### src/include/io_port_config_decode_regs.vh
`ifndef IO_PORT_CONFIG_DECODE_REGS_VH
`define IO_PORT_CONFIG_DECODE_REGS_VH
// Dedicated I/O port addresses
`define PORT_CARD_INDEX      8'hE8
`define PORT_CARD_UPPER      8'hEA
`define PORT_CARD_LOWER      8'hEB
`define PORT_CFG_INDEX       8'hEC
`define PORT_CFG_DATA        8'hED
`define PORT_A20_GATE        8'hEE
`define PORT_CPU_RESET       8'hEF
`define PORT_COPRO_BUSY_CLR  8'hF0
`define PORT_COPRO_RESET     8'hF1
`define PORT_SLOW_CLOCK      8'hF4
`define PORT_FAST_CLOCK      8'hF5
`define PORT_CFG_LOCK        8'hF9
`define PORT_CFG_UNLOCK      8'hFB
`define PORT_SYS_CONTROL     8'h92
// System control port bits
`define SYSCTL_RESET_BIT     0
`define SYSCTL_A20_BIT       1
// Configuration register indices
`define CFG_CLOCK_CONTROL    8'h07
`define CFG_MISC_SETUP       8'h14
`define CFG_BUS_CONTROL_ONE  8'h16
`define CFG_MGMT_INT_CONTROL 8'h18
`define CFG_RTC_BASE_LOW     8'h1B
`define CFG_RTC_BASE_HIGH    8'h1C
`define CFG_KEYBOARD_CONTROL 8'h1D
`define CFG_TRAP2_HIGH       8'h84
`define CFG_TRAP2_LOW        8'h85
`define CFG_TRAP1_HIGH       8'h86
`define CFG_TRAP1_LOW        8'h87
// Field positions
`define CLOCK_CONTROL_REG_DETECT_BIT    2
`define MISC_DECODE_OFF_BIT  7
`define BUS1_ROM_WIDTH_BIT   7
`define MGMT_PIN_BIT         3
// Reset values
`define RST_CLOCK_CONTROL    8'h20
`define RST_MISC_SETUP       8'h11
`define RST_BUS_CONTROL_ONE  8'h40
`define RST_MGMT_INT_CONTROL 8'h20
`define RST_RTC_BASE_LOW     8'h70
`define RST_RTC_BASE_HIGH    8'h20
`define RST_KEYBOARD_CONTROL 8'h93
`define RST_TRAP             8'h00
`define RST_CARD_MAP         16'h0000
// Sizes and timing counts
`define CARD_MAP_COUNT       16
`define CPU_RESET_CYCLES     4'h8
`define COPRO_RESET_CYCLES   4'h8
`endif

### src/rtl/io_port_config_decode.v
// Operation
// - Port E8h holds card mapping register index
// - EAh upper, EBh lower byte of card register
// - ECh config index, EDh accesses selected register
// - Read EEh enables A20, write disables
// - Read of EFh resets host processor
// - Write F0h clears coprocessor busy and request
// - Write F1h resets the numeric coprocessor
// - Write F4h selects slow processor clock
// - Write F5h selects fast processor clock
// - Write F9h blocks configuration register access
// - Write FBh allows configuration register access
// - Port 92h also drives A20 and reset
// - Misc setup MSB disables several port decodes
// - Clock detect bit follows bus oscillator while BUS_OSC_PRESENT_I is low, reads 0 otherwise
// - Management control bit reads interrupt pin live
// - Special-write registers writable only in SMM
// - ROM width bit read-only, strapped on the first clock after each reset release
`timescale 1ns/1ps
`default_nettype none
`include "io_port_config_decode_regs.vh"
module io_port_config_decode (
	input  wire        CLK_I,
	input  wire        RST_I,
	input  wire [7:0]  IO_ADDR_I,
	input  wire [7:0]  IO_WDATA_I,
	input  wire        IO_RD_I,
	input  wire        IO_WR_I,
	input  wire        SMM_ACTIVE_I,
	input  wire        ROM_WIDTH_STRAP_I,
	input  wire        BUS_OSC_PRESENT_I,
	input  wire        BUS_OSCILLATOR_INPUT_I,
	input  wire        MGMT_INTERRUPT_PIN_N_I,
	input  wire        COPRO_BUSY_SET_I,
	input  wire        COPRO_REQUEST_SET_I,
	output reg  [7:0]  IO_RDATA_O,
	output wire        IO_HIT_O,
	output reg         A20_GATE_O,
	output reg         CPU_RESET_O,
	output reg         COPRO_RESET_O,
	output reg         COPRO_BUSY_TO_HOST_O,
	output reg         COPRO_REQUEST_TO_HOST_O,
	output reg         SLOW_CLOCK_O,
	output reg         CONFIG_ENABLE_O
);

	reg  [7:0]  card_index_reg;
	reg  [15:0] card_map_reg [0:`CARD_MAP_COUNT-1];
	reg  [7:0]  config_index_reg;
	reg  [7:0]  clock_control_reg;
	reg  [7:0]  misc_setup_reg;
	reg  [7:0]  bus_control_one;
	reg  [7:0]  mgmt_interrupt_control;
	reg  [7:0]  rtc_base_low;
	reg  [7:0]  rtc_base_high;
	reg  [7:0]  keyboard_control;
	reg  [7:0]  trap2_addr_high;
	reg  [7:0]  trap2_addr_low;
	reg  [7:0]  trap1_addr_high;
	reg  [7:0]  trap1_addr_low;
	reg         rom_width_bit;
	reg         strap_taken_reg;
	reg         sys_reset_bit_reg;
	reg  [3:0]  cpu_reset_cnt_reg;
	reg  [3:0]  copro_reset_cnt_reg;
	reg  [7:0]  cfg_rdata;

	wire        decode_off;
	wire        cfg_write;
	wire        smm_ok;
	wire [3:0]  card_sel;
	wire        sys_ctl_wr;
	wire        busy_clr_wr;
	wire        copro_rst_wr;
	wire        cpu_rst_rd;

	function is_port;
		input [7:0] addr;
		input [7:0] port;
		begin
			is_port = (addr == port);
		end
	endfunction

	function gated_port;
		input [7:0] addr;
		input [7:0] port;
		input       off;
		begin
			gated_port = (addr == port) && !off;
		end
	endfunction

	assign decode_off = misc_setup_reg[`MISC_DECODE_OFF_BIT];
	assign card_sel   = card_index_reg[3:0];
	assign cfg_write  = IO_WR_I && is_port(IO_ADDR_I, `PORT_CFG_DATA) && CONFIG_ENABLE_O;
	assign smm_ok     = SMM_ACTIVE_I;
	assign sys_ctl_wr   = IO_WR_I && is_port(IO_ADDR_I, `PORT_SYS_CONTROL);
	assign busy_clr_wr  = IO_WR_I && is_port(IO_ADDR_I, `PORT_COPRO_BUSY_CLR);
	assign copro_rst_wr = IO_WR_I && is_port(IO_ADDR_I, `PORT_COPRO_RESET);
	assign cpu_rst_rd   = IO_RD_I && gated_port(IO_ADDR_I, `PORT_CPU_RESET, decode_off);

	assign IO_HIT_O = is_port(IO_ADDR_I, `PORT_CARD_INDEX)
		|| is_port(IO_ADDR_I, `PORT_CARD_UPPER)
		|| is_port(IO_ADDR_I, `PORT_CARD_LOWER)
		|| is_port(IO_ADDR_I, `PORT_CFG_INDEX)
		|| is_port(IO_ADDR_I, `PORT_CFG_DATA)
		|| is_port(IO_ADDR_I, `PORT_COPRO_BUSY_CLR)
		|| is_port(IO_ADDR_I, `PORT_COPRO_RESET)
		|| is_port(IO_ADDR_I, `PORT_SYS_CONTROL)
		|| gated_port(IO_ADDR_I, `PORT_A20_GATE, decode_off)
		|| gated_port(IO_ADDR_I, `PORT_CPU_RESET, decode_off)
		|| gated_port(IO_ADDR_I, `PORT_SLOW_CLOCK, decode_off)
		|| gated_port(IO_ADDR_I, `PORT_FAST_CLOCK, decode_off)
		|| gated_port(IO_ADDR_I, `PORT_CFG_LOCK, decode_off)
		|| gated_port(IO_ADDR_I, `PORT_CFG_UNLOCK, decode_off);

	// Configuration read mux
	always @*
	begin
		cfg_rdata = 8'h00;
		case (config_index_reg)
			`CFG_CLOCK_CONTROL:
			begin
				cfg_rdata = clock_control_reg;
				cfg_rdata[`CLOCK_CONTROL_REG_DETECT_BIT] = BUS_OSC_PRESENT_I ? 1'b0
					: BUS_OSCILLATOR_INPUT_I;
			end
			`CFG_MISC_SETUP:       cfg_rdata = misc_setup_reg;
			`CFG_BUS_CONTROL_ONE:
			begin
				cfg_rdata = bus_control_one;
				cfg_rdata[`BUS1_ROM_WIDTH_BIT] = rom_width_bit;
			end
			`CFG_MGMT_INT_CONTROL:
			begin
				cfg_rdata = mgmt_interrupt_control;
				cfg_rdata[`MGMT_PIN_BIT] = MGMT_INTERRUPT_PIN_N_I;
			end
			`CFG_RTC_BASE_LOW:     cfg_rdata = rtc_base_low;
			`CFG_RTC_BASE_HIGH:    cfg_rdata = rtc_base_high;
			`CFG_KEYBOARD_CONTROL: cfg_rdata = keyboard_control;
			`CFG_TRAP2_HIGH:       cfg_rdata = trap2_addr_high;
			`CFG_TRAP2_LOW:        cfg_rdata = trap2_addr_low;
			`CFG_TRAP1_HIGH:       cfg_rdata = trap1_addr_high;
			`CFG_TRAP1_LOW:        cfg_rdata = trap1_addr_low;
			default:               cfg_rdata = 8'h00;
		endcase
	end

	// Read data register
	always @(posedge CLK_I or posedge RST_I)
	begin
		if (RST_I)
			IO_RDATA_O <= 8'h00;
		else if (IO_RD_I)
		begin
			case (IO_ADDR_I)
				`PORT_CARD_INDEX:  IO_RDATA_O <= card_index_reg;
				`PORT_CARD_UPPER:  IO_RDATA_O <= card_map_reg[card_sel][15:8];
				`PORT_CARD_LOWER:  IO_RDATA_O <= card_map_reg[card_sel][7:0];
				`PORT_CFG_INDEX:   IO_RDATA_O <= config_index_reg;
				`PORT_CFG_DATA:    IO_RDATA_O <= CONFIG_ENABLE_O ? cfg_rdata : 8'hFF;
				`PORT_SYS_CONTROL: IO_RDATA_O <= {6'h00, A20_GATE_O, sys_reset_bit_reg};
				default:           IO_RDATA_O <= 8'hFF;
			endcase
		end
	end

	// Index registers and card mapping storage
	always @(posedge CLK_I or posedge RST_I)
	begin
		if (RST_I)
		begin
			card_index_reg   <= 8'h00;
			config_index_reg <= 8'h00;
		end
		else if (IO_WR_I)
		begin
			if (is_port(IO_ADDR_I, `PORT_CARD_INDEX))
				card_index_reg <= IO_WDATA_I;
			if (is_port(IO_ADDR_I, `PORT_CFG_INDEX))
				config_index_reg <= IO_WDATA_I;
		end
	end

	genvar gi;
	generate
		for (gi = 0; gi < `CARD_MAP_COUNT; gi = gi + 1)
		begin : g_card
			localparam [3:0] slot_id = gi;
			always @(posedge CLK_I or posedge RST_I)
			begin
				if (RST_I)
					card_map_reg[gi] <= `RST_CARD_MAP;
				else if (IO_WR_I && card_sel == slot_id)
				begin
					if (is_port(IO_ADDR_I, `PORT_CARD_UPPER))
						card_map_reg[gi][15:8] <= IO_WDATA_I;
					if (is_port(IO_ADDR_I, `PORT_CARD_LOWER))
						card_map_reg[gi][7:0] <= IO_WDATA_I;
				end
			end
		end
	endgenerate

	// Configuration registers
	always @(posedge CLK_I or posedge RST_I)
	begin
		if (RST_I)
		begin
			clock_control_reg      <= `RST_CLOCK_CONTROL;
			misc_setup_reg         <= `RST_MISC_SETUP;
			bus_control_one        <= `RST_BUS_CONTROL_ONE;
			mgmt_interrupt_control <= `RST_MGMT_INT_CONTROL;
			rtc_base_low           <= `RST_RTC_BASE_LOW;
			rtc_base_high          <= `RST_RTC_BASE_HIGH;
			keyboard_control       <= `RST_KEYBOARD_CONTROL;
			trap2_addr_high        <= `RST_TRAP;
			trap2_addr_low         <= `RST_TRAP;
			trap1_addr_high        <= `RST_TRAP;
			trap1_addr_low         <= `RST_TRAP;
		end
		else if (cfg_write)
		begin
			case (config_index_reg)
				`CFG_CLOCK_CONTROL:    clock_control_reg <= IO_WDATA_I;
				`CFG_MISC_SETUP:       misc_setup_reg <= IO_WDATA_I;
				`CFG_BUS_CONTROL_ONE:  bus_control_one <= IO_WDATA_I;
				`CFG_MGMT_INT_CONTROL:
					if (smm_ok) mgmt_interrupt_control <= IO_WDATA_I;
				`CFG_RTC_BASE_LOW:     rtc_base_low <= IO_WDATA_I;
				`CFG_RTC_BASE_HIGH:    rtc_base_high <= IO_WDATA_I;
				`CFG_KEYBOARD_CONTROL: keyboard_control <= IO_WDATA_I;
				`CFG_TRAP2_HIGH:       if (smm_ok) trap2_addr_high <= IO_WDATA_I;
				`CFG_TRAP2_LOW:        if (smm_ok) trap2_addr_low <= IO_WDATA_I;
				`CFG_TRAP1_HIGH:       if (smm_ok) trap1_addr_high <= IO_WDATA_I;
				`CFG_TRAP1_LOW:        if (smm_ok) trap1_addr_low <= IO_WDATA_I;
				default:               clock_control_reg <= clock_control_reg;
			endcase
		end
	end

	// Strap capture after reset release
	always @(posedge CLK_I or posedge RST_I)
	begin
		if (RST_I)
		begin
			rom_width_bit   <= 1'b0;
			strap_taken_reg <= 1'b0;
		end
		else if (!strap_taken_reg)
		begin
			rom_width_bit   <= ROM_WIDTH_STRAP_I;
			strap_taken_reg <= 1'b1;
		end
	end

	// Single-port actions
	always @(posedge CLK_I or posedge RST_I)
	begin
		if (RST_I)
		begin
			A20_GATE_O        <= 1'b0;
			SLOW_CLOCK_O      <= 1'b0;
			CONFIG_ENABLE_O   <= 1'b1;
			sys_reset_bit_reg <= 1'b0;
		end
		else
		begin
			if (IO_RD_I && gated_port(IO_ADDR_I, `PORT_A20_GATE, decode_off))
				A20_GATE_O <= 1'b1;
			else if (IO_WR_I && gated_port(IO_ADDR_I, `PORT_A20_GATE, decode_off))
				A20_GATE_O <= 1'b0;
			else if (sys_ctl_wr)
				A20_GATE_O <= IO_WDATA_I[`SYSCTL_A20_BIT];
			if (sys_ctl_wr)
				sys_reset_bit_reg <= IO_WDATA_I[`SYSCTL_RESET_BIT];
			if (IO_WR_I && gated_port(IO_ADDR_I, `PORT_SLOW_CLOCK, decode_off))
				SLOW_CLOCK_O <= 1'b1;
			else if (IO_WR_I && gated_port(IO_ADDR_I, `PORT_FAST_CLOCK, decode_off))
				SLOW_CLOCK_O <= 1'b0;
			if (IO_WR_I && gated_port(IO_ADDR_I, `PORT_CFG_LOCK, decode_off))
				CONFIG_ENABLE_O <= 1'b0;
			else if (IO_WR_I && gated_port(IO_ADDR_I, `PORT_CFG_UNLOCK, decode_off))
				CONFIG_ENABLE_O <= 1'b1;
		end
	end

	// Processor and coprocessor reset pulses
	always @(posedge CLK_I or posedge RST_I)
	begin
		if (RST_I)
		begin
			cpu_reset_cnt_reg   <= 4'h0;
			copro_reset_cnt_reg <= 4'h0;
			CPU_RESET_O         <= 1'b0;
			COPRO_RESET_O       <= 1'b0;
		end
		else
		begin
			if (cpu_rst_rd
				|| (sys_ctl_wr && IO_WDATA_I[`SYSCTL_RESET_BIT]
				&& !sys_reset_bit_reg))
				cpu_reset_cnt_reg <= `CPU_RESET_CYCLES;
			else if (cpu_reset_cnt_reg != 4'h0)
				cpu_reset_cnt_reg <= cpu_reset_cnt_reg - 4'h1;
			if (copro_rst_wr)
				copro_reset_cnt_reg <= `COPRO_RESET_CYCLES;
			else if (copro_reset_cnt_reg != 4'h0)
				copro_reset_cnt_reg <= copro_reset_cnt_reg - 4'h1;
			CPU_RESET_O   <= (cpu_reset_cnt_reg != 4'h0);
			COPRO_RESET_O <= (copro_reset_cnt_reg != 4'h0);
		end
	end

	// Coprocessor status toward host; a set in the clear cycle wins
	always @(posedge CLK_I or posedge RST_I)
	begin
		if (RST_I)
		begin
			COPRO_BUSY_TO_HOST_O    <= 1'b0;
			COPRO_REQUEST_TO_HOST_O <= 1'b0;
		end
		else
		begin
			if (COPRO_BUSY_SET_I)
				COPRO_BUSY_TO_HOST_O <= 1'b1;
			else if (busy_clr_wr)
				COPRO_BUSY_TO_HOST_O <= 1'b0;
			if (COPRO_REQUEST_SET_I)
				COPRO_REQUEST_TO_HOST_O <= 1'b1;
			else if (busy_clr_wr)
				COPRO_REQUEST_TO_HOST_O <= 1'b0;
		end
	end

endmodule // io_port_config_decode
`default_nettype wire

### config.mk
export PLATFORM = sky130hd
export DESIGN_NAME = io_port_config_decode
export DESIGN_NICKNAME = d
export VERILOG_FILES = /design/src/rtl/io_port_config_decode.v
export VERILOG_INCLUDE_DIRS = /design/src /design/src/include
export SDC_FILE = /design/constraint.sdc
export NUM_CORES = 1
export LEC_CHECK = 0
export ABC_AREA = 0
export BUFFER_PORTS_ARGS = -buffer_cell sky130_fd_sc_hd__buf_2
export CORE_MARGIN = 5
export CORE_UTILIZATION = 68
export CTS_CLUSTER_DIAMETER = 30
export CTS_CLUSTER_SIZE = 16
export DETAILED_ROUTE_END_ITERATION = 10
export GPL_TIMING_DRIVEN = 0
export PLACE_DENSITY = 0.92
export SLEW_MARGIN = 15
export SYNTH_ARGS = -nofsm -noshare
export SYNTH_HDL_FRONTEND = slang
export SYNTH_SLANG_ARGS = --single-unit
### constraint.sdc
create_clock -name CLK_I -period 29.5 [get_ports CLK_I]
set_input_delay 5.9 -clock CLK_I [delete_from_list [all_inputs] [get_ports CLK_I]]
set_output_delay 5.9 -clock CLK_I [all_outputs]
set_load 0.01 [all_outputs]
==> impl_metrics.csv, run 1 <==
group,metric,value,unit
run_status,status,"completed",
cells_and_area,multi_input_area,7964,µm²
timing,fin_crit_sh,46.99,%
clock_tree,clockBufferDepth,3,
timing,max_slew.worst_pin.slew,1193,ps
die,start_util,68.91,%
die,die_area,29760,µm²
setup_path,cp.required,23600,ps
setup_path,r2r-start,"card_index_reg[0]$_DFFE_PP0P_",
pwr,power.switching,370.1,µW
place,io_buffers,38,
logic_synthesis,ys_ff_latch,383,
pwr,switching_share,24.45,%
pwr,p_seq_share,36.0,%
die,core_area,26060,µm²
die,num_rows,59,
pwr,power_frac_comb,6.1,%
route,viasPerCell,7.206,
clock_tree,tritoncts,"yes",
setup_path,reg2reg_depth,7,
logic_synthesis,synth_top_cells_by_area,"dfrtp_1 51%, mux2_2 23%, mux4_2 8.7%",
clock_tree,clkLatencyLatePin,580,ps
logic_synthesis,async_reset_ff_share,100.0,%
die,die_h,172.5,µm
pwr,peakVddDrop,64.57,µV
clock_tree,cts_buffers,74,
logic_synthesis,synth_top_area_share,51.42,%
timing,rsz0062_at_grt,"false",
route,routed_wirelength,55.93,mm
clock_tree,cts_setup_buffers,0,
logic_synthesis,yosysUniqueCellTypes,67,
global_route,grt_pass1_wl,86.11,mm
place,post-place-cells,1635,
logic_synthesis,synth_area_leader_cell,"dfrtp_1",
global_route,antenna_found_initial,0,
setup_path,cp.arrival,7960,ps
setup_path,cp-startpoint,"IO_ADDR_I[2]",
place,dpl.hpwl,34.57,mm
timing,drv_slew,0,
clock_tree,htreeDepth,3,
setup_path,setup.worst_path.start_class,"primary input",
cells_and_area,syn_to_final_growth,18.65,%
timing,period_minus_slack,13860,ps
route,vias,12790,
logic_synthesis,yosysWarnings,0,
logic_synthesis,syn-num-nets,1289,
logic_synthesis,synth.most_common_cell,"mux2_2",
cells_and_area,fin_cells,1775,
route,antenna_left,0,
route,drt_iter0_drc,1495,
cells_and_area,drive_gt1_share,46.56,%
timing,skew,27.96,ps
global_route,grt_max_degree,119,
setup_path,r2r_end,"IO_RDATA_O[0]$_DFFE_PP0P_",
global_route,grt_pass1_vias,14060,
logic_synthesis,synth-seq-area-share,53.47,%
clock_tree,numClockSinks,383,
timing,finalSetupTns,0,ps
die,num_io_pins,43,
flow_run,drv_cap,0,
timing,setup_viol,0,
logic_synthesis,synth.cell_area,17960,µm²
clock_tree,clk_pin_slew,50,ps
logic_synthesis,synth_edf_count,0,
min_path,min_from,"card_map_reg[131]$_DFFE_PP0P_",
min_path,hp-class,"reg2reg",
place,place_congestion,0.9847,
timing,final-hold-violation-count,0,
route,drc,0,
setup_path,endpoint,"IO_HIT_O",
setup_path,worstSetupEndpointType,"output pin",
global_route,overflow,0,
timing,slew_headroom,20.47,%
pwr,clock_power_share,57.9,%
clock_tree,cts-root-buf,"clkbuf_16",
logic_synthesis,synth_ff_type,"dfrtp_1",
logic_synthesis,netlist_instances,1258,
global_route,grt_usage,37.87,%
cells_and_area,seq_area,9602,µm²
route,drt_pass1_iterations,7,
cells_and_area,fill_cells,1229,
pwr,intPower,1.143,mW
route,routedWlPerCell,31.51,µm
clock_tree,post_cts_resized,0,
cells_and_area,largest_reg_flops,256,
setup_path,rrSetupSlack,25960,ps
cells_and_area,fin_nets,1407,
timing,max_freq,72.13,MHz
logic_synthesis,syn-mean-instance-area,14.27,µm²
setup_path,worstPathMaxFanout,10,
setup_path,crit_type,"in2out",
clock_tree,postCtsHoldBufs,0,
die,fp.dieW,172.5,µm
pwr,power.density,71.04,nW/µm²
pwr,p_leak,9.933,nW
logic_synthesis,yosys-top-cells-count,"373 x mux2_2, 369 x dfrtp_1, 69 x mux4_2, 55 x clkbuf_1, 44 x nand2_1",
-- worst min-delay path by stage --
stage | slack, ps | depth (start not counted) | endpoint
finish | 500 | 1 | card_map_reg[131]$_DFFE_PP0P_
detailed placement | 470 | 1 | COPRO_BUSY_TO_HOST_O$_DFFE_PP0P_
global placement | 450 | 1 | COPRO_REQUEST_TO_HOST_O$_DFFE_PP0P_
floorplan | 470 | 1 | mgmt_interrupt_control[4]$_DFFE_PP0P_
CTS | 500 | 1 | mgmt_interrupt_control[4]$_DFFE_PP0P_
global route | 510 | 1 | card_map_reg[169]$_DFFE_PP0P_
-- power groups by stage --
stage | registers (mW) | clock network, mW | logic (mW)
after floorplan | 0.551 | 0 | 0.0555
after global placement | 0.552 | 0 | 0.0809
after detailed placement | 0.552 | 0 | 0.0866
after CTS | 0.544 | 0.872 | 0.0910
after global routing | 0.545 | 0.904 | 0.0991
final | 0.544 | 0.877 | 0.0925
-- routing by layer --
layer	vias to the layer above	track usage [%]	wire [µm]
li1	4985	-	-
met1	6528	45.11	19000
met2	921	59.15	26150
met3	356	12.86	6115
met4	0	24.43	4669
met5	-	0	0
-- per-stage QoR --
step | setup WS, ps | hold slack (ps) | util [%] | power, mW | cell area, µm²
after floorplan | 12980 | 470.0 | - | 0.6069 | 17960
after global placement | 9471 | 455.0 | 71.24 | 0.6329 | 18570
after detailed placement | 15800 | 470.2 | 71.72 | 0.6388 | 18690
after CTS | 15710 | 498.7 | 81.73 | 1.508 | 21300
after global routing | 15640 | 512.7 | 81.73 | 1.548 | 21300
final | 15640 | 500.1 | 81.76 | 1.513 | 21310
-- cell type report --
cell class / instances / area share [%]
Clock buffer: 89 / 9.385
Inverter: 13 / 0.2643
Tap cell: 335 / 1.967
Sequential cell: 383 / 45.07
Timing Repair Buffer: 42 / 1.409
Antenna cell: 3 / 0.03524
Buffer: 85 / 1.633
Multi-Input combinational cell: 777 / 37.38
Clock inverter: 48 / 2.860
-- cell usage in the layout, fill, tap and decap left out, types with 5 or more instances in the layout --
master / n
inv_1: 11
clkinv_4: 10
buf_1: 13
clkinvlp_4: 7
dfstp_2: 14
nor2_1: 43
inv_6: 7
clkinv_2: 11
nand3_1: 21
o21ai_0: 15
nor2b_1: 8
nor3b_1: 7
mux4_2: 69
a32oi_1: 8
a211oi_1: 8
clkbuf_1: 62
nor3_1: 14
and3_1: 7
nand2b_1: 6
nor2_2: 8
dfrtp_1: 369
and2_1: 5
clkbuf_16: 75
bufinv_16: 10
buf_2: 52
a22oi_1: 18
a21oi_1: 10
mux2i_1: 24
a22o_1: 6
o221ai_1: 5
a31oi_1: 8
nand2_1: 44
clkbuf_8: 7
mux2_2: 373
o211ai_1: 7
-- cells by family (layout without fill, tap and decap cells) --
group	count (synthesis)	count (layout)	synth area share, %
xor+xnor	6	6	0.2927
buf+inv	98	277	2.209
simple gates	194	194	6.090
mux	466	466	33.38
flops	383	383	53.47
other cells	1	4	0.02088
fa+ha+maj	4	4	0.2787
compound gates	106	106	4.251
-- critical path, stage by stage --
cell and delay (ps):
buf_2 100, clkbuf_1 440, buf_1 550, a211oi_1 150, o21a_1 210, a2111o_1 430, buf_2 170
Note: power is estimated with default switching activity, not from simulation.
==> inputs of run 2 (changes only) <==
--- a/config.mk
+++ b/config.mk
@@ -9,12 +9,12 @@
 export ABC_AREA = 0
 export BUFFER_PORTS_ARGS = -buffer_cell sky130_fd_sc_hd__buf_2
 export CORE_MARGIN = 5
-export CORE_UTILIZATION = 68
+export CORE_UTILIZATION = 63
 export CTS_CLUSTER_DIAMETER = 30
 export CTS_CLUSTER_SIZE = 16
 export DETAILED_ROUTE_END_ITERATION = 10
 export GPL_TIMING_DRIVEN = 0
-export PLACE_DENSITY = 0.92
+export PLACE_DENSITY = 0.86
 export SLEW_MARGIN = 15
 export SYNTH_ARGS = -nofsm -noshare
 export SYNTH_HDL_FRONTEND = slang
==> constraint.sdc (replaced) <==
create_clock -name CLK_I -period 13.4 [get_ports CLK_I]
set_input_delay 2.68 -clock CLK_I [delete_from_list [all_inputs] [get_ports CLK_I]]
set_output_delay 2.68 -clock CLK_I [all_outputs]
set_load 0.01 [all_outputs]
==> run 2 against run 1 <==
Hold slack worse by 22 ps. Global-route usage shrank 4.1 points. Non-clock buffer count shrank 1. Critical endpoint unchanged.
==> impl_metrics.csv, run 2 (same netlist as run 1, synthesis figures left out) <==
group,metric,value,unit
run_status,status,"completed",
setup_path,slowest_stage,"buf_1",
setup_path,cp.required,10720,ps
clock_tree,tritoncts,"yes",
route,met1_length,19.13,mm
route,antenna_left,0,
pwr,p_seq_share,37.5,%
route,viasPerCell,6.795,
timing,skew,20.50,ps
setup_path,r2r-start,"card_index_reg[0]$_DFFE_PP0P_",
global_route,grt_max_degree,113,
die,core_area,27930,µm²
setup_path,worstPathMaxFanout,10,
place,dpl.hpwl,33.74,mm
pwr,p_leak,9.836,nW
cells_and_area,mostFrequentLayoutCells,"373 x mux2_2, 369 x dfrtp_1, 73 x clkbuf_16, 69 x mux4_2, 58 x clkbuf_1",
min_path,min_from,"COPRO_BUSY_TO_HOST_O$_DFFE_PP0P_",
setup_path,r2r_end,"IO_RDATA_O[4]$_DFFE_PP0P_",
route,drc,0,
route,drt_pass1_iterations,6,
timing,max_freq,135.9,MHz
die,die_h,178.8,µm
clock_tree,cts_setup_buffers,0,
die,num_rows,61,
min_path,min_to,"COPRO_BUSY_TO_HOST_O$_DFFE_PP0P_",
setup_path,reg2reg_depth,7,
route,drt_iter0_drc,1348,
clock_tree,clockBufferDepth,3,
pwr,power.density,151.2,nW/µm²
min_path,min_path_cells,1,
route,met3_length,5.155,mm
clock_tree,cts_buffers,70,
route,highest-signal-layer,"met4",
die,die_area,31980,µm²
global_route,grt_pass1_vias,13140,
min_path,hp-class,"reg2reg",
timing,finalSetupTns,0,ps
global_route,grt_pass1_wl,79.67,mm
die,fp.dieW,178.8,µm
timing,max_slew.worst_pin.slew,1332,ps
flow_run,drv_cap,0,
timing,fin_crit_sh,54.92,%
global_route,overflow,0,
route,wl_met2,24.90,mm
route,routed_wirelength,52.51,mm
cells_and_area,finalInstanceArea,21150,µm²
die,start_util,64.28,%
clock_tree,clkLatencyLatePin,580,ps
clock_tree,clk_pin_slew,60,ps
place,io_buffers,38,
route,routedWlPerCell,28.99,µm
clock_tree,postCtsHoldBufs,0,
pwr,switching_share,24.92,%
global_route,grt_usage,33.77,%
cells_and_area,largest_reg_flops,256,
cells_and_area,mostFrequentLayoutCell,"mux2_2",
cells_and_area,seq_area,9602,µm²
cells_and_area,drive_gt1_share,46.47,%
cells_and_area,syn_to_final_growth,17.78,%
clock_tree,numClockSinks,383,
place,dpl-instance-area,18710,µm²
clock_tree,post_cts_resized,0,
setup_path,crit_path_frequent_cell,"buf_2",
cells_and_area,multi_input_area,7958,µm²
setup_path,setup.worst_path.start_class,"primary input",
global_route,antenna_found_initial,2,
pwr,power.total,3.198,mW
timing,rsz0062_at_grt,"false",
pwr,peakVddDrop,135.1,µV
die,num_io_pins,43,
setup_path,worstSetupEndpointType,"output pin",
timing,period_minus_slack,7359,ps
timing,setup_viol,0,
cells_and_area,fin_cells,1811,
timing,slew_headroom,9.973,%
timing,final-hold-violation-count,0,
setup_path,slowest_delay,540,ps
pwr,power_frac_comb,6.2,%
timing,drv_slew,0,
setup_path,cp.arrival,4680,ps
setup_path,crit_chain,"buf_2, clkbuf_1, buf_1, a211oi_1, o21a_1, a2111o_1, buf_2",
pwr,intPower,2.401,mW
place,post-place-cells,1677,
cells_and_area,fill_cells,1598,
place,place_congestion,0.9673,
clock_tree,htreeDepth,3,
clock_tree,cts-root-buf,"clkbuf_16",
pwr,power.switching,797.0,µW
setup_path,crit_type,"in2out",
pwr,clock_power_share,56.3,%
cells_and_area,fin_nets,1402,
setup_path,rrSetupSlack,9930,ps
route,vias,12310,
## run 2: cell types whose count changed in the layout (fill, tap and decap cells not counted)
cell,delta
buf_16,-1
bufinv_16,-4
clkbuf_1,-4
clkbuf_16,-2
clkbuf_8,-2
clkinv_4,-2
clkinv_8,-1
clkinvlp_4,+1
diode_2,+1
inv_16,-1
inv_6,+4
inv_8,+4
nor4b_1,+1
nor4b_2,-1
## run 2: worst max-delay path by stage
| stage | startpoint | to | slack (ps) | cells after the start |
|---|---|---|---|---|
| 2_1_floorplan | RST_I | A20_GATE_O$_DFFE_PP0P_ | 100 | 1 |
| 3_3_place_gp | RST_I | card_map_reg[95]$_DFFE_PP0P_ | -3500 | 2 |
| 3_5_place_dp | IO_ADDR_I[2] | IO_HIT_O | 6130 | 7 |
| 4_1_cts | IO_ADDR_I[2] | IO_HIT_O | 6110 | 7 |
| 5_1_grt | IO_ADDR_I[2] | IO_HIT_O | 6010 | 7 |
| 6_report | IO_ADDR_I[2] | IO_HIT_O | 6040 | 7 |
## run 2: layout make-up
cell class,count,area share [%]
antenna,4,0.04733
buffer,85,1.645
sequential,383,45.40
multi-input combinational,777,37.63
clock buffer,81,9.016
tap,378,2.236
clock inverter,49,2.473
inverter,13,0.2662
timing repair buffer,41,1.290
## run 2: worst max-delay path, delay by kind of cell
kind                   cells  cell delay (ps)
AO/OA/AOI/OAI              3              780
buffers and inverters      4             1210
## run 2: power groups by stage
stage / clock network, mW / registers [mW] / logic, mW
finish: 1.80 / 1.20 / 0.197
floorplan: 0 / 1.21 / 0.122
detailed placement: 0 / 1.22 / 0.190
CTS: 1.80 / 1.20 / 0.194
global placement: 0 / 1.22 / 0.179
global route: 1.86 / 1.20 / 0.212
## run 2: metrics by stage
step	hold WS, ps	util, %	setup WS [ps]
after floorplan	470.0	-	100.7
after global placement	456.7	66.65	-3504
after detailed placement	469.0	66.98	6128
after CTS	482.3	75.67	6114
after global routing	491.9	75.67	6007
final	478.5	75.71	6041
## run 2: routing by layer
metal | global-route usage [%] | vias to the layer above
met5 | 0 | -
met4 | 19.44 | 0
met3 | 10.23 | 232
met2 | 53.26 | 725
met1 | 41.57 | 6381
li1 | - | 4968
